<file path="src/pcibcd_pkg.sv">
package pcibcd_pkg;
  // ==================================================
  // bus command codes
  // ==================================================
  localparam logic [3:0] CMD_SPECIAL = 4'h1;
  localparam logic [3:0] CMD_IO_RD = 4'h2;
  localparam logic [3:0] CMD_IO_WR = 4'h3;
  localparam logic [3:0] CMD_MEM_RD = 4'h6;
  localparam logic [3:0] CMD_MEM_WR = 4'h7;
  localparam logic [3:0] CMD_CFG_RD = 4'ha;
  localparam logic [3:0] CMD_CFG_WR = 4'hb;
  localparam logic [3:0] CMD_MEM_RDM = 4'hc;
  localparam logic [3:0] CMD_MEM_RDL = 4'he;
  localparam logic [3:0] CMD_MEM_WRI = 4'hf;
  // ==================================================
  // configuration address fields
  // ==================================================
  localparam logic [1:0] CFG_TYPE0 = 2'h0;
  localparam logic [1:0] CFG_TYPE1 = 2'h1;
  localparam int BUS_LSB = 16;
  localparam int DEV_LSB = 11;
  localparam int FUNC_LSB = 8;
  localparam logic [4:0] DEV_SPECIAL = 5'h1f;
  localparam logic [2:0] FUNC_SPECIAL = 3'h7;
  // ==================================================
  // timing: medium decode leaves two clocks for faster targets
  // ==================================================
  localparam logic [1:0] DEC_WAIT_CYC = 2'h2;
  localparam logic [1:0] DEC_CNT_RST = 2'h0;
  // ==================================================
  // pending transaction states, gray along idle-fwd-done
  // ==================================================
  typedef enum logic [1:0] {
    ST_IDLE = 2'b00,
    ST_FWD = 2'b01,
    ST_DONE = 2'b11
  } pcibcd_state_type;
endpackage

</file>
<file path="src/pcibcd_txn_track.sv">
`timescale 1ns/1ps
`default_nettype none

// ==================================================
// claim decode for both ports
// ==================================================
module pcibcd_claim_decode (
  // clock and reset
  input wire logic clk,
  input wire logic rst_n,
  // bus numbers from the configuration space
  input wire logic [7:0] pri_bus_num,
  input wire logic [7:0] sec_bus_num,
  input wire logic [7:0] sub_bus_num,
  // primary side address phase
  input wire logic up_start,
  input wire logic [3:0] up_cmd,
  input wire logic [31:0] up_addr,
  input wire logic up_hit_down,
  input wire logic up_hit_local,
  input wire logic up_other_sel_n,
  input wire logic up_can_post,
  // primary side answer
  output logic upstream_select_n,
  output logic up_term_normal,
  output logic up_term_retry,
  // secondary side address phase
  input wire logic down_start,
  input wire logic [3:0] down_cmd,
  input wire logic [31:0] down_addr,
  input wire logic down_hit_up,
  input wire logic down_can_post,
  // secondary side answer
  output logic downstream_select_n,
  output logic down_term_normal,
  output logic down_term_retry,
  // forward toward the secondary port
  output logic to_down_valid,
  output logic [3:0] to_down_cmd,
  output logic [31:0] to_down_addr,
  input wire logic to_down_ready,
  input wire logic to_down_done,
  // forward toward the primary port
  output logic to_up_valid,
  output logic [3:0] to_up_cmd,
  output logic [31:0] to_up_addr,
  input wire logic to_up_ready,
  input wire logic to_up_done
);

  // ==================================================
  // primary select from other targets
  // ==================================================
  logic up_sel_meta_reg;
  logic up_sel_sync_reg;

  // two flops on the raw pin; reset to the idle high level so no false select follows reset
  always_ff @(posedge clk or negedge rst_n) begin
    if (!rst_n) begin
      up_sel_meta_reg <= 1'b1;
      up_sel_sync_reg <= 1'b1;
    end else begin
      up_sel_meta_reg <= up_other_sel_n;
      up_sel_sync_reg <= up_sel_meta_reg;
    end
  end

  // ==================================================
  // primary decode window
  // ==================================================
  logic up_busy_reg;
  logic [1:0] up_cnt_reg;
  logic [3:0] up_cmd_reg;
  logic [31:0] up_addr_reg;
  logic up_hit_down_reg;
  logic up_hit_local_reg;
  logic up_seen_reg;
  logic up_decide;
  logic up_claim;

  // window opens on the address phase and closes after the medium decode slot
  always_ff @(posedge clk or negedge rst_n) begin
    if (!rst_n) begin
      up_busy_reg <= 1'b0;
      up_cnt_reg <= pcibcd_pkg::DEC_CNT_RST;
    end else if (up_start) begin
      up_busy_reg <= 1'b1;
      up_cnt_reg <= pcibcd_pkg::DEC_CNT_RST;
    end else if (up_decide) begin
      up_busy_reg <= 1'b0;
    end else if (up_busy_reg) begin
      up_cnt_reg <= up_cnt_reg + 2'h1;
    end
  end

  // address phase held for the whole window
  always_ff @(posedge clk or negedge rst_n) begin
    if (!rst_n) begin
      up_cmd_reg <= 4'h0;
      up_addr_reg <= 32'h0;
      up_hit_down_reg <= 1'b0;
      up_hit_local_reg <= 1'b0;
    end else if (up_start) begin
      up_cmd_reg <= up_cmd;
      up_addr_reg <= up_addr;
      up_hit_down_reg <= up_hit_down;
      up_hit_local_reg <= up_hit_local;
    end
  end

  // another target answered first; sticky until the next address phase
  always_ff @(posedge clk or negedge rst_n) begin
    if (!rst_n) begin
      up_seen_reg <= 1'b0;
    end else if (up_start) begin
      up_seen_reg <= 1'b0;
    end else if (up_busy_reg && !up_sel_sync_reg) begin
      up_seen_reg <= 1'b1;
    end
  end

  // synchroniser lag means a select in the very last slot is only caught live, hence both terms
  assign up_decide = up_busy_reg && (up_cnt_reg == pcibcd_pkg::DEC_WAIT_CYC);
  assign up_claim = up_decide && up_hit_down_reg && !up_hit_local_reg && !up_seen_reg && up_sel_sync_reg;

  // ==================================================
  // secondary decode
  // ==================================================
  logic [7:0] down_bus;
  logic [4:0] down_dev;
  logic [2:0] down_func;
  logic down_cfg_wr;
  logic down_type0;
  logic down_special_req;
  logic down_in_range;
  logic down_to_pri;
  logic down_beyond;
  logic down_passive_cmd;
  logic down_plain;
  logic down_claim;
  logic [3:0] down_fwd_cmd;

  // decided in the address phase itself; the tracker registers the answer
  always_comb begin
    down_bus = down_addr[pcibcd_pkg::BUS_LSB +: 8];
    down_dev = down_addr[pcibcd_pkg::DEV_LSB +: 5];
    down_func = down_addr[pcibcd_pkg::FUNC_LSB +: 3];
    down_cfg_wr = (down_cmd == pcibcd_pkg::CMD_CFG_WR);
    down_type0 = (down_addr[1:0] == pcibcd_pkg::CFG_TYPE0);
    down_special_req = down_cfg_wr && (down_addr[1:0] == pcibcd_pkg::CFG_TYPE1) &&
      (down_dev == pcibcd_pkg::DEV_SPECIAL) && (down_func == pcibcd_pkg::FUNC_SPECIAL);
    down_in_range = (down_bus >= sec_bus_num) && (down_bus <= sub_bus_num);
    down_to_pri = down_special_req && (down_bus == pri_bus_num);
    down_beyond = down_special_req && (down_bus != pri_bus_num) && !down_in_range;
    // configuration and special cycles never pass on the address decode alone
    down_passive_cmd = down_cfg_wr || (down_cmd == pcibcd_pkg::CMD_CFG_RD) ||
      (down_cmd == pcibcd_pkg::CMD_SPECIAL);
    down_plain = !down_passive_cmd && down_hit_up;
    down_claim = down_start && (down_to_pri || down_beyond || down_plain);
    down_fwd_cmd = down_to_pri ? pcibcd_pkg::CMD_SPECIAL : down_cmd;
  end

  // ==================================================
  // one tracker per initiating side
  // ==================================================
  // index 0 serves primary masters, index 1 secondary masters
  wire logic [1:0] side_claim;
  wire logic [3:0] side_cmd [2];
  wire logic [31:0] side_addr [2];
  wire logic [3:0] side_fwd_cmd_in [2];
  wire logic [1:0] side_can_post;
  wire logic [1:0] side_sel_n;
  wire logic [1:0] side_norm;
  wire logic [1:0] side_retry;
  wire logic [1:0] side_fwd_valid;
  wire logic [3:0] side_fwd_cmd [2];
  wire logic [31:0] side_fwd_addr [2];
  wire logic [1:0] side_fwd_ready;
  wire logic [1:0] side_fwd_done;

  // decode results into the per-side arrays
  assign side_claim = {down_claim, up_claim};
  assign side_cmd[0] = up_cmd_reg;
  assign side_cmd[1] = down_cmd;
  assign side_addr[0] = up_addr_reg;
  assign side_addr[1] = down_addr;
  assign side_fwd_cmd_in[0] = up_cmd_reg;
  assign side_fwd_cmd_in[1] = down_fwd_cmd;
  assign side_can_post = {down_can_post, up_can_post};
  assign side_fwd_ready = {to_up_ready, to_down_ready};
  assign side_fwd_done = {to_up_done, to_down_done};

  for (genvar g = 0; g < 2; g++) begin : g_side
    pcibcd_txn_track u_track (
      .clk(clk),
      .rst_n(rst_n),
      .claim(side_claim[g]),
      .claim_cmd(side_cmd[g]),
      .claim_addr(side_addr[g]),
      .fwd_cmd_in(side_fwd_cmd_in[g]),
      .can_post(side_can_post[g]),
      .sel_n(side_sel_n[g]),
      .term_normal(side_norm[g]),
      .term_retry(side_retry[g]),
      .fwd_valid(side_fwd_valid[g]),
      .fwd_cmd(side_fwd_cmd[g]),
      .fwd_addr(side_fwd_addr[g]),
      .fwd_ready(side_fwd_ready[g]),
      .fwd_done(side_fwd_done[g])
    );
  end

  // answers back to the pins; a primary master is forwarded downstream and vice versa
  assign upstream_select_n = side_sel_n[0];
  assign up_term_normal = side_norm[0];
  assign up_term_retry = side_retry[0];
  assign downstream_select_n = side_sel_n[1];
  assign down_term_normal = side_norm[1];
  assign down_term_retry = side_retry[1];
  assign to_down_valid = side_fwd_valid[0];
  assign to_down_cmd = side_fwd_cmd[0];
  assign to_down_addr = side_fwd_addr[0];
  assign to_up_valid = side_fwd_valid[1];
  assign to_up_cmd = side_fwd_cmd[1];
  assign to_up_addr = side_fwd_addr[1];

  // ==================================================
  // decode checks
  // ==================================================
  property p_cfg0_ignored;
    @(posedge clk) disable iff (!rst_n)
    down_start && down_cfg_wr && down_type0 |=> downstream_select_n;
  endproperty
  a_cfg0_ignored: assert property (p_cfg0_ignored) else $error("type 0 write on secondary claimed");

  property p_cfg1_ignored;
    @(posedge clk) disable iff (!rst_n)
    down_start && down_cfg_wr && !down_special_req |=> downstream_select_n;
  endproperty
  a_cfg1_ignored: assert property (p_cfg1_ignored) else $error("plain type 1 write on secondary claimed");

  property p_pri_special;
    @(posedge clk) disable iff (!rst_n)
    down_start && down_to_pri |=> !downstream_select_n && to_up_valid && (to_up_cmd == pcibcd_pkg::CMD_SPECIAL);
  endproperty
  a_pri_special: assert property (p_pri_special) else $error("special request for primary not passed");

  property p_range_ignored;
    @(posedge clk) disable iff (!rst_n)
    down_start && down_special_req && (down_bus != pri_bus_num) && down_in_range |=> downstream_select_n;
  endproperty
  a_range_ignored: assert property (p_range_ignored) else $error("in-range special request claimed");

  property p_special_cmd;
    @(posedge clk) disable iff (!rst_n)
    down_start && (down_cmd == pcibcd_pkg::CMD_SPECIAL) |=> downstream_select_n;
  endproperty
  a_special_cmd: assert property (p_special_cmd) else $error("special cycle on secondary claimed");

  property p_other_select;
    @(posedge clk) disable iff (!rst_n)
    up_busy_reg && (up_seen_reg || !up_sel_sync_reg) |=> upstream_select_n;
  endproperty
  a_other_select: assert property (p_other_select) else $error("claimed over another primary target");

endmodule // pcibcd_claim_decode

// ==================================================
// pending transaction tracker
// ==================================================
module pcibcd_txn_track (
  // clock and reset
  input wire logic clk,
  input wire logic rst_n,
  // claimed cycle from the decode
  input wire logic claim,
  input wire logic [3:0] claim_cmd,
  input wire logic [31:0] claim_addr,
  input wire logic [3:0] fwd_cmd_in,
  input wire logic can_post,
  // answer to the initiator
  output logic sel_n,
  output logic term_normal,
  output logic term_retry,
  // request to the opposite port
  output logic fwd_valid,
  output logic [3:0] fwd_cmd,
  output logic [31:0] fwd_addr,
  input wire logic fwd_ready,
  input wire logic fwd_done
);

  // ==================================================
  // pending transaction
  // ==================================================
  pcibcd_pkg::pcibcd_state_type state_reg;
  logic [3:0] held_cmd_reg;
  logic [31:0] held_addr_reg;
  logic posted_reg;
  logic sel_n_reg;
  logic term_normal_reg;
  logic term_retry_reg;
  logic fwd_valid_reg;
  logic [3:0] fwd_cmd_reg;
  logic [31:0] fwd_addr_reg;
  logic accept_new;
  logic repeat_hit;
  logic finish_ok;

  // only one transaction in flight per side; anything else is retried
  assign accept_new = claim && (state_reg == pcibcd_pkg::ST_IDLE);
  assign repeat_hit = claim && (state_reg == pcibcd_pkg::ST_DONE) &&
    (claim_cmd == held_cmd_reg) && (claim_addr == held_addr_reg);
  assign finish_ok = (accept_new && can_post) || repeat_hit;

  // idle, forwarded, completed and waiting for the repeat
  always_ff @(posedge clk or negedge rst_n) begin
    if (!rst_n) begin
      state_reg <= pcibcd_pkg::ST_IDLE;
    end else begin
      case (state_reg)
        pcibcd_pkg::ST_IDLE: begin
          if (accept_new) begin
            state_reg <= pcibcd_pkg::ST_FWD;
          end
        end
        pcibcd_pkg::ST_FWD: begin
          if (fwd_done) begin
            state_reg <= posted_reg ? pcibcd_pkg::ST_IDLE : pcibcd_pkg::ST_DONE;
          end
        end
        pcibcd_pkg::ST_DONE: begin
          if (repeat_hit) begin
            state_reg <= pcibcd_pkg::ST_IDLE;
          end
        end
        default: begin
          state_reg <= pcibcd_pkg::ST_IDLE;
        end
      endcase
    end
  end

  // identity of the pending cycle, kept for the repeat match
  always_ff @(posedge clk or negedge rst_n) begin
    if (!rst_n) begin
      held_cmd_reg <= 4'h0;
      held_addr_reg <= 32'h0;
      posted_reg <= 1'b0;
    end else if (accept_new) begin
      held_cmd_reg <= claim_cmd;
      held_addr_reg <= claim_addr;
      posted_reg <= can_post;
    end
  end

  // one-cycle answer to the initiator
  always_ff @(posedge clk or negedge rst_n) begin
    if (!rst_n) begin
      sel_n_reg <= 1'b1;
      term_normal_reg <= 1'b0;
      term_retry_reg <= 1'b0;
    end else begin
      sel_n_reg <= !claim;
      term_normal_reg <= finish_ok;
      term_retry_reg <= claim && !finish_ok;
    end
  end

  // request to the far port, held until taken
  always_ff @(posedge clk or negedge rst_n) begin
    if (!rst_n) begin
      fwd_valid_reg <= 1'b0;
      fwd_cmd_reg <= 4'h0;
      fwd_addr_reg <= 32'h0;
    end else if (accept_new) begin
      fwd_valid_reg <= 1'b1;
      fwd_cmd_reg <= fwd_cmd_in;
      fwd_addr_reg <= claim_addr;
    end else if (fwd_valid_reg && fwd_ready) begin
      fwd_valid_reg <= 1'b0;
    end
  end

  assign sel_n = sel_n_reg;
  assign term_normal = term_normal_reg;
  assign term_retry = term_retry_reg;
  assign fwd_valid = fwd_valid_reg;
  assign fwd_cmd = fwd_cmd_reg;
  assign fwd_addr = fwd_addr_reg;

  // ==================================================
  // tracker checks
  // ==================================================
  property p_claim_selects;
    @(posedge clk) disable iff (!rst_n)
    claim |=> !sel_n;
  endproperty
  a_claim_selects: assert property (p_claim_selects) else $error("claimed cycle not selected");

  property p_one_term;
    @(posedge clk) disable iff (!rst_n)
    !(term_normal && term_retry);
  endproperty
  a_one_term: assert property (p_one_term) else $error("normal and retry together");

  property p_repeat_normal;
    @(posedge clk) disable iff (!rst_n)
    repeat_hit |=> term_normal && !fwd_valid;
  endproperty
  a_repeat_normal: assert property (p_repeat_normal) else $error("repeated cycle not ended normally");

  property p_mismatch_retry;
    @(posedge clk) disable iff (!rst_n)
    claim && (state_reg == pcibcd_pkg::ST_DONE) && !repeat_hit |=> term_retry;
  endproperty
  a_mismatch_retry: assert property (p_mismatch_retry) else $error("other cycle taken as the repeat");

  property p_fwd_hold;
    @(posedge clk) disable iff (!rst_n)
    fwd_valid && !fwd_ready |=> fwd_valid && $stable(fwd_cmd) && $stable(fwd_addr);
  endproperty
  a_fwd_hold: assert property (p_fwd_hold) else $error("forward request dropped before taken");

endmodule // pcibcd_txn_track
`default_nettype wire

</file>
<file path="config.mk">
export PLATFORM = sky130hd
export DESIGN_NAME = pcibcd_claim_decode
export DESIGN_NICKNAME = d
export VERILOG_FILES = /design/src/pcibcd_pkg.sv /design/src/pcibcd_txn_track.sv
export SDC_FILE = /design/constraint.sdc
export NUM_CORES = 1
export LEC_CHECK = 0
export BUFFER_PORTS_ARGS = -buffer_cell sky130_fd_sc_hd__buf_2
export CAP_MARGIN = 0
export CORE_MARGIN = 2
export CORE_UTILIZATION = 30
export CTS_CLUSTER_SIZE = 28
export DETAILED_ROUTE_END_ITERATION = 12
export GPL_ROUTABILITY_DRIVEN = 0
export PLACE_DENSITY = 0.51
export SETUP_SLACK_MARGIN = 0.5
export SYNTH_ARGS = -nofsm -noshare
export SYNTH_HDL_FRONTEND = slang
export SYNTH_SLANG_ARGS = --single-unit
</file>
<file path="constraint.sdc">
create_clock -name clk -period 4.36 [get_ports clk]
set_input_delay 0.436 -clock clk [delete_from_list [all_inputs] [get_ports clk]]
set_output_delay 0.436 -clock clk [all_outputs]
set_load 0.05 [all_outputs]
</file>
==> impl_table.tex, run 1 <==
\begin{tabular}{lr}
\hline
Metric & Value \\
\hline
\multicolumn{2}{l}{\textbf{Outcome}} \\
Status & finished, final reports clean \\
\multicolumn{2}{l}{\textbf{Finish}} \\
Final antenna diode count & 0 \\
Nets & around 800 \\
Most common library cell in the layout ignoring fill and taps & sky130\_fd\_sc\_hd\_\_buf\_2 \\
Commonest cells after routing, fill and taps aside & sky130\_fd\_sc\_hd\_\_buf\_2 (188), sky130\_fd\_sc\_hd\_\_dfrtp\_1 (130), sky130\_fd\_sc\_hd\_\_mux2\_2 (103) \\
Number of filler cells placed in the layout & 2103 \\
Fraction of final layout cells sized beyond drive strength 1 & about half \\
P\&R area growth vs syn & 28.8\% \\
Post-route non-filler standard cell count & 974 \\
\multicolumn{2}{l}{\textbf{Die}} \\
Count of pins on the block boundary & 190 \\
Horizontal extent of the die & 150 µm \\
Die area & 22500 µm² \\
Number of standard-cell rows in the floorplan & 53 \\
Effective utilization at floorplan & between 30 and 40\% \\
Overall die height & about 150 µm \\
Area of the core & approximately 21000 µm² \\
\multicolumn{2}{l}{\textbf{Placement}} \\
Dpl cells & about 940 \\
Quantity of I/O buffers inserted on ports & approximately 190 \\
Detailed Place HPWL & 11.8 mm \\
Worst slack at placement & about 1.4 ns \\
\multicolumn{2}{l}{\textbf{Run}} \\
Number of max-capacitance violations reported & 0 \\
\multicolumn{2}{l}{\textbf{Logic synthesis}} \\
Biggest area contributors in the synthesized netlist & sky130\_fd\_sc\_hd\_\_dfrtp\_1 (51\%), sky130\_fd\_sc\_hd\_\_mux2\_2 (18\%), sky130\_fd\_sc\_hd\_\_xnor2\_1 (11\%) \\
Avg Synthesized Cell Area & between 10 and 15 µm² \\
Seq/Total Area, Yosys & 52.5\% \\
Syn Nets & approximately 610 \\
Warnings from Yosys & 0 \\
Portion of synthesized cell area occupied by the leading cell type & about 50\% \\
Netlist area before placement & $\sim$6400 µm² \\
Cell type contributing the most total cell area after synthesis & sky130\_fd\_sc\_hd\_\_dfrtp\_1 \\
Cell count after synthesis & about 490 \\
Count of cell types in the netlist & between 40 and 50 \\
\#FFs+latches synth & roughly 130 \\
\multicolumn{2}{l}{\textbf{Timing}} \\
Max Clock Skew & about 0.011 ns \\
Final number of max-transition violations & 0 \\
Final Setup Violations & 0 \\
Final critical-path share of the clock period & between 50 and 60\% \\
Slew Limit Headroom & 31.9\% \\
Actual slew at the worst max-slew pin & between 1 and 1.5 ns \\
RSZ-0062 raised after global routing & false \\
Final setup margin & around 1.8 ns \\
Clock period minus final worst setup slack & around 2.5 ns \\
Achievable frequency & 398 MHz \\
Count of final hold-check violations & 0 \\
Fin Setup TNS & 0 ns \\
\multicolumn{2}{l}{\textbf{Routing}} \\
ANT nets after route & 0 \\
DR DRC count & 0 \\
Vias & approximately 4500 \\
Avg WL per Cell & 16.3 µm \\
Total wirelength of the detailed-routed design & about 16 mm \\
Vias per Instance & 4.58 \\
First DRT Iteration DRCs & 111 \\
First-pass iteration count of the detailed router & 4 \\
\multicolumn{2}{l}{\textbf{Critical path}} \\
Setup crit end kind & flop \\
Largest fanout of any net on the critical path & 34 \\
Family of cells with the greatest summed delay on the critical path & simple AND/OR/NAND/NOR gates \\
Max incr delay on CP & between 0.4 and 0.5 ns \\
Startpoint of the worst register-to-register path & up\_cnt\_reg[0] \\
Arr. time, crit path & roughly 2.8 ns \\
Slowest cell on the critical path & sky130\_fd\_sc\_hd\_\_buf\_4 \\
Required arrival time at the worst endpoint & 4.66 ns \\
Critical Path Start Type & flop \\
Type of the setup path with the least slack & reg -> reg \\
Buffering stage count on the worst path with inverters included & 2 \\
Startpoint of the worst setup timing path & up\_cnt\_reg[0] \\
Cells along the critical path & inv\_1 -> ha\_1 -> nor4bb\_1 -> nand3\_1 -> nor3\_4 -> buf\_4 -> mux2\_2 \\
\multicolumn{2}{l}{\textbf{GRT}} \\
Largest net degree at the start of global routing & 93 \\
Via count of the first global-routing pass & 4682 \\
Global-route congestion overflow total & 0 \\
GRT Overall Usage & roughly 14\% \\
Initial antenna violation count & 1 \\
First-pass GRT wire length & roughly 25 mm \\
\multicolumn{2}{l}{\textbf{Clock tree}} \\
Clock buffers created by TritonCTS & 17 \\
Clock sinks & 134 \\
Post-CTS resize count & 0 \\
Clock root buffer master & sky130\_fd\_sc\_hd\_\_clkbuf\_16 \\
H-tree level count & 4 \\
Clock insertion delay at the later pin of the skew report & between 0.4 and 0.5 ns \\
Number of buffers inserted by post-CTS setup repair & 0 \\
Clock slew seen by the registers of the worst setup and hold paths & approximately 0.070 ns \\
Quantity of hold-fixing buffers added after cts & 0 \\
Clk buf depth & 2 \\
TritonCTS clock tree & built \\
\multicolumn{2}{l}{\textbf{Pwr}} \\
Ratio of total power to cell area & just over 500 nW/µm² \\
VDD IR max & around 0.28 mV \\
Pleak & slightly below 4 nW \\
\multicolumn{2}{l}{\textbf{Min path}} \\
Worst hold path class & in -> async \\
\hline
\end{tabular}
## cell families (layout without fill, tap and decap cells)
family                   Yosys count  after routing  share of synthesized area, %
multiplexers                     113            113                          20.5
AO/OA/AOI/OAI                     31             31                          3.33
flip-flops                       134            134                          52.5
XOR/XNOR                          81             81                          11.1
buffers and inverters             34            246                          2.33
AND/OR/NAND/NOR                   77             77                          6.91
adder cells (fa/ha/maj)           17             17                          3.33
## through the flow
stage | util (%) | hold slack [ns] | cell area, µm² | power, W
after floorplan | - | 0.140 | 6390 | 0.00248
after CTS | 39.3 | 0.0984 | 8240 | 0.00427
after detailed placement | 36.5 | 0.355 | 7660 | 0.00285
after global placement | 36.5 | 0.351 | 7660 | 0.00282
final | 39.3 | 0.0741 | 8240 | 0.00420
after global routing | 39.3 | 0.0930 | 8240 | 0.00443
## path summary, 6_finish.rpt
check	cells past startpoint	endpoint	slack, ns
setup / recovery	7	g_side[0].u_track.held_addr_reg[8]	1.85
hold / removal	1	g_side[1].u_track.fwd_addr[4]	0.07
setup reg to reg	7	g_side[0].u_track.held_addr_reg[8]	1.85
hold reg to reg	0	up_sel_sync_reg	0.36
max in group asynchronous	2	g_side[1].u_track.fwd_addr[15]	3.12
min in group clk	1	up_sel_meta_reg	0.12
## power by group
group          switching, W  internal [W]  total, W
Combinational      0.000782      0.000428   0.00121
Sequential         0.000164       0.00143   0.00160
Clock              0.000633      0.000763   0.00140
## metal layers
metal,wire [µm],global-route usage (%),share of wire (%)
met1,7090,18.7,45
met2,7890,23.6,50
met3,657,3.78,4.1
met4,226,4.81,1.4
met5,13,0,0.082
## final cells by class
class,instances,area [µm²],area share [%]
repair buffers,192,975,11.8
flip-flops and latches,134,3360,40.8
inverters,22,82.6,1.00
multi-input cells,319,2900,35.2
clock inverters,15,154,1.87
well taps,275,344,4.18
clock buffers,17,425,5.16
## synth_stat cells, drive strengths merged
library cell / count
clkbuf: 5
o21ai: 7
and3: 1
mux2: 113
a2111oi: 1
nand3: 10
or3b: 1
buf: 7
inv: 22
nor3: 3
nor2: 12
o211ai: 1
ha: 17
dfstp: 4
nand4: 23
xnor2: 80
a221oi: 1
o21a: 2
o31a: 1
or3: 1
nand3b: 1
o2bb2ai: 1
o21bai: 1
a21boi: 1
nor4bb: 1
a21oi: 7
nor4: 6
nand2: 10
a21o: 2
a22o: 1
xor2: 1
dfrtp: 130
nor3b: 1
or2: 1
a22oi: 1
a211oi: 2
nand2b: 4
o22ai: 2
nor2b: 2
## worst register-to-register path, delay by kind of cell, from the launching register on
family / cells / cell delay [ns]
flip-flops: 1 / 0.36
multiplexers: 1 / 0.43
AND/OR/NAND/NOR: 3 / 0.87
adder cells (fa/ha/maj): 1 / 0.17
buffers and inverters: 2 / 0.57
Note: power is estimated with default switching activity, not from simulation.
==> run 2, diff against run 1 <==
==> constraint.sdc (replaced) <==
create_clock -name clk -period 2.5 [get_ports clk]
set_input_delay 0.25 -clock clk [delete_from_list [all_inputs] [get_ports clk]]
set_output_delay 0.25 -clock clk [all_outputs]
set_load 0.05 [all_outputs]
==> run 2 against run 1 <==
Net effect:
- clock power grew 89%
- global-route usage is 0.75 points higher
- utilization is 1.9 points higher
- largest cell class unchanged
- register-to-register slack worse by 1.2 ns
- combinational power rose by 86%
- count of clock-buffer cells in the layout is 3 higher
- sequential share of layout area fell by 1.9 points
- maximum frequency increased by 33%
- first-iteration DRC count rose by 15%
- power increased by 83%
- critical path depth shrank 1
==> impl_table.tex, run 2 (same netlist as run 1, synthesis figures left out) <==
\begin{tabular}{lr}
\hline
Metric & Value \\
\hline
\multicolumn{2}{l}{\textbf{Outcome}} \\
Status & finished, final reports clean \\
\multicolumn{2}{l}{\textbf{Timing}} \\
Clock period minus final worst setup slack & $\sim$1.9 ns \\
Final Setup Violations & 0 \\
Achievable frequency & 529 MHz \\
Max Clock Skew & approximately 0.010 ns \\
RSZ-0062 raised after global routing & true \\
Actual slew at the worst max-slew pin & $\sim$0.58 ns \\
Fin Setup TNS & 0 ns \\
Final critical-path share of the clock period & between 70\% and 80\% \\
Slew Limit Headroom & roughly three fifths \\
Final setup margin & between 0.6 and 0.7 ns \\
Final number of max-transition violations & 0 \\
Count of final hold-check violations & 0 \\
\multicolumn{2}{l}{\textbf{Routing}} \\
ANT nets after route & 0 \\
Avg WL per Cell & 17.0 µm \\
DR DRC count & 0 \\
First DRT Iteration DRCs & roughly 130 \\
First-pass iteration count of the detailed router & 4 \\
Vias & $\sim$4500 \\
Vias per Instance & roughly 4.6 \\
Total wirelength of the detailed-routed design & between 15 and 20 mm \\
\multicolumn{2}{l}{\textbf{Clock tree}} \\
Clock buffers created by TritonCTS & 17 \\
Clock slew seen by the registers of the worst setup and hold paths & about 0.060 ns \\
Clock sinks & roughly 130 \\
Clock insertion delay at the later pin of the skew report & $\sim$0.42 ns \\
TritonCTS clock tree & built \\
Clk buf depth & 2 \\
H-tree level count & 4 \\
Clock root buffer master & sky130\_fd\_sc\_hd\_\_clkbuf\_16 \\
\multicolumn{2}{l}{\textbf{Min path}} \\
Worst min-delay path endpoint & g\_side[1].u\_track.fwd\_valid \\
Start point of the worst min-delay path & to\_up\_ready \\
Worst hold path class & in -> reg \\
Number of stages on the worst hold path & 2 \\
\multicolumn{2}{l}{\textbf{Critical path}} \\
Max incr delay on CP & approximately 0.39 ns \\
Largest fanout of any net on the critical path & 3 \\
Setup crit end kind & flop \\
Reg2Reg Capture Point & g\_side[1].u\_track.state\_reg[1] \\
Type of the setup path with the least slack & reg -> reg \\
Flop-to-flop setup slack & 0.61 ns \\
Family of cells with the greatest summed delay on the critical path & simple AND/OR/NAND/NOR gates \\
Startpoint of the worst register-to-register path & g\_side[1].u\_track.held\_cmd\_reg[1] \\
Number of cells on the worst reg-to-reg path & 6 \\
Required arrival time at the worst endpoint & roughly 2.8 ns \\
Arr. time, crit path & about 2.2 ns \\
Cells along the critical path & xnor2\_1 -> nand4\_1 -> nor4\_1 -> nand3\_1 -> nor3b\_2 -> o22ai\_1 \\
Critical Path Start Type & flop \\
Buffering stage count on the worst path with inverters included & 0 \\
Slowest cell on the critical path & sky130\_fd\_sc\_hd\_\_dfrtp\_1 \\
\multicolumn{2}{l}{\textbf{Die}} \\
Overall die height & about 150 µm \\
Die area & 22500 µm² \\
Area of the core & about 21000 µm² \\
Count of pins on the block boundary & 190 \\
Horizontal extent of the die & around 150 µm \\
Effective utilization at floorplan & 30.5\% \\
Number of standard-cell rows in the floorplan & 53 \\
\multicolumn{2}{l}{\textbf{Pwr}} \\
Pleak & between 4 and 5 nW \\
Total Power & approximately 0.0077 W \\
VDD IR max & 0.540 mV \\
Ratio of total power to cell area & roughly 890 nW/µm² \\
\multicolumn{2}{l}{\textbf{Finish}} \\
P\&R area growth vs syn & 35.2\% \\
Final antenna diode count & 0 \\
Most common library cell in the layout ignoring fill and taps & sky130\_fd\_sc\_hd\_\_buf\_2 \\
Fraction of final layout cells sized beyond drive strength 1 & 52.9\% \\
Commonest cells after routing, fill and taps aside & sky130\_fd\_sc\_hd\_\_buf\_2 (188), sky130\_fd\_sc\_hd\_\_dfrtp\_1 (129), sky130\_fd\_sc\_hd\_\_mux2\_2 (87) \\
Nets & 826 \\
Design Area, Final & approximately 8600 µm² \\
Post-route non-filler standard cell count & around 1000 \\
\multicolumn{2}{l}{\textbf{Placement}} \\
Worst slack at placement & 0.233 ns \\
Cell area reported after detailed placement & between 7000 and 8000 µm² \\
Quantity of I/O buffers inserted on ports & 189 \\
Detailed Place HPWL & 12.4 mm \\
Dpl cells & 950 \\
\multicolumn{2}{l}{\textbf{GRT}} \\
Initial antenna violation count & 3 \\
Met1 usage & a little under a fifth \\
Largest net degree at the start of global routing & 60 \\
Global routing met3 resource utilization & roughly 5.3\% \\
Via count of the first global-routing pass & roughly 4700 \\
GRT Overall Usage & approximately 15\% \\
Met2 Track Usage GR & 24.7\% \\
Global route hottest layer & met2 \\
Global-route congestion overflow total & 0 \\
First-pass GRT wire length & between 20 and 30 mm \\
\multicolumn{2}{l}{\textbf{Run}} \\
Number of max-capacitance violations reported & 0 \\
\hline
\end{tabular}
[run 2: cell type report]
class                   count  area [µm²]
clock buffers              20         437
clock inverters            12         178
fillers                  2044       12300
inverters                  22        82.6
multi-input cells         319        3110
flip-flops and latches    134        3360
well taps                 275         344
repair buffers            205        1140
[run 2: worst max path at each step]
stage                                              from                                end  slack, ns  cells after the start
floorplan                                   down_cmd[1]     g_side[1].u_track.fwd_addr[27]       0.45                      8
global placement                          down_addr[17]      g_side[1].u_track.fwd_addr[6]       0.26                      8
detailed placement                          down_cmd[2]     g_side[1].u_track.fwd_addr[20]       0.23                      8
CTS                                       up_cnt_reg[0]  g_side[0].u_track.held_cmd_reg[0]       0.51                      8
global route        g_side[0].u_track.held_addr_reg[21]     g_side[0].u_track.state_reg[1]       0.49                      6
finish                g_side[1].u_track.held_cmd_reg[1]     g_side[1].u_track.state_reg[1]       0.61                      6
[run 2: per-stage QoR]
step / hold slack (ns) / utilization, %
2_1_floorplan: -0.0456 / -
3_3_place_gp: 0.257 / 37.7
3_5_place_dp: 0.266 / 37.7
4_1_cts: 0.0232 / 41.1
5_1_grt: 0.0317 / 41.3
6_report: 0.0516 / 41.3
[run 2: where the power goes]
group,internal [W],leakage (nW),switching (W)
Sequential,0.00250,1.72,0.000298
Combinational,0.000850,2.07,0.00140
Clock,0.00167,0.287,0.000983
Total,0.00502,4.08,0.00269
[run 2: what timing repair did]
action / in CTS / in global routing
cloned: 1 / 0
endpoints found under the setup margin: 35 / 40
hold endpoints to repair: 57 / 0
setup buffers: 1 / 0
pin swaps: 1 / 6
hold buffers: 3 / 0
gates resized for setup: 3 / 7
[run 2: worst reg2reg max path, cell delays in order, from the launching register on]
cell	delay (ns)
sky130_fd_sc_hd__dfrtp_1	0.39
sky130_fd_sc_hd__xnor2_1	0.25
sky130_fd_sc_hd__nand4_1	0.18
sky130_fd_sc_hd__nor4_1	0.38
sky130_fd_sc_hd__nand3_1	0.20
sky130_fd_sc_hd__nor3b_2	0.25
sky130_fd_sc_hd__o22ai_1	0.11
[run 2: per-layer routing]
| metal | vias up | wire [µm] |
|---|---|---|
| met5 | - | 27 |
| met4 | 4 | 176 |
| met3 | 20 | 1320 |
| met2 | 150 | 7960 |
| met1 | 2222 | 7290 |
| li1 | 2143 | - |
==> run 3, diff against run 2 <==
--- a/config.mk
+++ b/config.mk
@@ -12,7 +12,7 @@
 export CTS_CLUSTER_SIZE = 28
 export DETAILED_ROUTE_END_ITERATION = 12
 export GPL_ROUTABILITY_DRIVEN = 0
-export PLACE_DENSITY = 0.51
+export PLACE_DENSITY = 0.53
 export SETUP_SLACK_MARGIN = 0.5
 export SYNTH_ARGS = -nofsm -noshare
 export SYNTH_HDL_FRONTEND = slang
==> constraint.sdc (replaced) <==
create_clock -name clk -period 1.6 [get_ports clk]
set_input_delay 0.16 -clock clk [delete_from_list [all_inputs] [get_ports clk]]
set_output_delay 0.16 -clock clk [all_outputs]
set_load 0.05 [all_outputs]
==> run 3 against run 2 <==
Net effect:
- the run now ends with negative setup slack left
- sequential cell count unchanged
- via count up 17%
- worst hold slack worse by 0.028 ns
- critical endpoint is now g_side[0].u_track.held_addr_reg[3]
==> impl_table.tex, run 3 (same netlist as run 1, synthesis figures left out) <==
\begin{tabular}{lr}
\hline
Metric & Value \\
\hline
\multicolumn{2}{l}{\textbf{Outcome}} \\
Status & finished with violations \\
Violations in the final reports & negative setup slack \\
\multicolumn{2}{l}{\textbf{Min path}} \\
Number of stages on the worst hold path & 2 \\
Worst hold path class & in -> reg \\
Worst min-delay path endpoint & g\_side[1].u\_track.fwd\_addr[3] \\
Start point of the worst min-delay path & down\_addr[3] \\
\multicolumn{2}{l}{\textbf{Pwr}} \\
Sequential share of power & about a third \\
Ratio of total power to cell area & 1150 nW/µm² \\
Switching Power & between 0.004 and 0.005 W \\
Proportion of power drawn by the clock network & between 20\% and 30\% \\
Internal portion of total power & between 0.009 and 0.01 W \\
Pleak & 5.35 nW \\
VDD IR max & between 0.5 and 0.6 mV \\
Sw Share & between 30\% and 40\% \\
Combinational cell fraction of total power & approximately two fifths \\
\multicolumn{2}{l}{\textbf{Timing}} \\
Max Clock Skew & approximately 0.0079 ns \\
Final critical-path share of the clock period & 118\% \\
Final Setup Violations & 85 \\
Achievable frequency & about 530 MHz \\
Actual slew at the worst max-slew pin & 0.355 ns \\
Final setup margin & -0.284 ns \\
Count of final hold-check violations & 0 \\
Clock period minus final worst setup slack & approximately 1.9 ns \\
Final number of max-transition violations & 0 \\
RSZ-0062 raised after global routing & true \\
Slew Limit Headroom & approximately 76\% \\
\multicolumn{2}{l}{\textbf{Routing}} \\
First DRT Iteration DRCs & around 160 \\
Total wirelength of the detailed-routed design & approximately 20 mm \\
Amount of wire on met2 after detailed routing & around 11 mm \\
First-pass iteration count of the detailed router & 5 \\
Vias per Instance & around 4.5 \\
Vias & $\sim$5300 \\
DR DRC count & 0 \\
Highest signal layer in the routed design & met4 \\
Total length of routed met3 wires & between 1 and 1.5 mm \\
Routed length on met1 & roughly 8.3 mm \\
Avg WL per Cell & 17.3 µm \\
ANT nets after route & 0 \\
\multicolumn{2}{l}{\textbf{GRT}} \\
Via count of the first global-routing pass & 5869 \\
Largest net degree at the start of global routing & between 40 and 50 \\
First-pass GRT wire length & between 30 and 40 mm \\
Initial antenna violation count & 0 \\
GRT Overall Usage & 18.0\% \\
Global-route congestion overflow total & 0 \\
\multicolumn{2}{l}{\textbf{Critical path}} \\
Family of cells with the greatest summed delay on the critical path & simple AND/OR/NAND/NOR gates \\
Buffering stage count on the worst path with inverters included & 3 \\
Required arrival time at the worst endpoint & $\sim$1.9 ns \\
Reg2Reg Capture Point & g\_side[0].u\_track.held\_addr\_reg[3] \\
Critical Path Start Type & flop \\
Startpoint of the worst register-to-register path & up\_cnt\_reg[0] \\
Type of the setup path with the least slack & reg -> reg \\
Largest fanout of any net on the critical path & 7 \\
Arr. time, crit path & between 2 and 2.5 ns \\
Slowest cell on the critical path & sky130\_fd\_sc\_hd\_\_dfrtp\_1 \\
Startpoint of the worst setup timing path & up\_cnt\_reg[0] \\
Setup crit end kind & flop \\
Max incr delay on CP & between 0.3 and 0.4 ns \\
Cells along the critical path & inv\_2 -> ha\_4 -> nor4bb\_4 -> nand3\_2 -> nor3\_4 -> buf\_12 -> clkbuf\_16 -> mux2\_4 \\
Flop-to-flop setup slack & -0.28 ns \\
Number of cells on the worst reg-to-reg path & 8 \\
\multicolumn{2}{l}{\textbf{Placement}} \\
Detailed Place HPWL & 13.8 mm \\
Dpl cells & between 1000 and 1500 \\
Quantity of I/O buffers inserted on ports & 189 \\
\multicolumn{2}{l}{\textbf{Run}} \\
Number of max-capacitance violations reported & 0 \\
\multicolumn{2}{l}{\textbf{Clock tree}} \\
TritonCTS clock tree & built \\
Clk buf depth & 2 \\
Clock insertion delay at the later pin of the skew report & 0.42 ns \\
Clock buffers created by TritonCTS & 17 \\
H-tree level count & 4 \\
Clock sinks & around 130 \\
Clock root buffer master & sky130\_fd\_sc\_hd\_\_clkbuf\_16 \\
Clock slew seen by the registers of the worst setup and hold paths & around 0.060 ns \\
\multicolumn{2}{l}{\textbf{Finish}} \\
Commonest cells after routing, fill and taps aside & sky130\_fd\_sc\_hd\_\_buf\_6 (100), sky130\_fd\_sc\_hd\_\_buf\_2 (93), sky130\_fd\_sc\_hd\_\_dfrtp\_1 (80) \\
Number of filler cells placed in the layout & around 1700 \\
Fin util & between 50\% and 60\% \\
Final antenna diode count & 0 \\
P\&R area growth vs syn & 87.4\% \\
Nets & a little over 1000 \\
Fraction of final layout cells sized beyond drive strength 1 & between 60\% and 70\% \\
Post-route non-filler standard cell count & around 1200 \\
Most common library cell in the layout ignoring fill and taps & sky130\_fd\_sc\_hd\_\_buf\_6 \\
\multicolumn{2}{l}{\textbf{Die}} \\
Horizontal extent of the die & roughly 150 µm \\
Number of standard-cell rows in the floorplan & 53 \\
Count of pins on the block boundary & 190 \\
Area of the core & $\sim$21000 µm² \\
Overall die height & between 100 and 150 µm \\
Effective utilization at floorplan & a little under a third \\
Die area & $\sim$22000 µm² \\
\hline
\end{tabular}
run 3: area by class of cell:
cell class / count / area, µm² / share of cell area (%)
Tap cell: 275 / 344 / 2.87
Clock inverter: 13 / 133 / 1.11
Clock buffer: 19 / 443 / 3.70
Timing Repair Buffer: 400 / 3990 / 33.3
Multi-Input combinational cell: 319 / 3560 / 29.7
Inverter: 22 / 90.1 / 0.752
Sequential cell: 134 / 3420 / 28.6
run 3: through the flow:
stage               worst slack (ns)  area (µm²)  power (W)  TNS (ns)  hold slack [ns]
floorplan                     -0.428        6800    0.00695    -27.20           -0.136
global placement              -0.513        9030    0.00839    -35.41           0.0816
detailed placement            -0.572        9030    0.00850    -38.29           0.0856
CTS                           -0.337       11500     0.0136    -15.51         0.000480
global route                  -0.375       12000     0.0145    -21.62          0.00671
finish                        -0.284       12000     0.0138    -16.37           0.0232
run 3: repair_timing:
action / CTS / global route
resized for setup: 325 / 79
buffers inserted: 13 / 10
hold endpoints to repair: 165 / 0
endpoints found under the setup margin: 172 / 172
pin swaps: 18 / 16
cloned: 2 / 4
hold buffers: 54 / 0
run 3: layer usage:
layer,up-vias,track usage [%]
met2,176,32.2
met4,0,4.39
met3,14,5.88
met5,-,0
met1,2611,20.8
li1,2532,-
run 3: how the worst max path moves through the flow:
stage,end,slack (ns),depth (start not counted)
floorplan,g_side[0].u_track.held_addr_reg[10],-0.43,7
global placement,g_side[0].u_track.state_reg[1],-0.51,7
detailed placement,g_side[0].u_track.state_reg[1],-0.57,7
CTS,g_side[0].u_track.held_addr_reg[17],-0.34,7
global route,g_side[0].u_track.held_addr_reg[24],-0.37,8
finish,g_side[0].u_track.held_addr_reg[3],-0.28,8
run 3: power by group through the flow:
stage	Clock, W	Sequential [W]	Combinational (W)
3_5_place_dp	0	0.00439	0.00411
6_report	0.00384	0.00443	0.00556
3_3_place_gp	0	0.00435	0.00404
4_1_cts	0.00393	0.00441	0.00524
2_1_floorplan	0	0.00569	0.00126
5_1_grt	0.00411	0.00451	0.00586
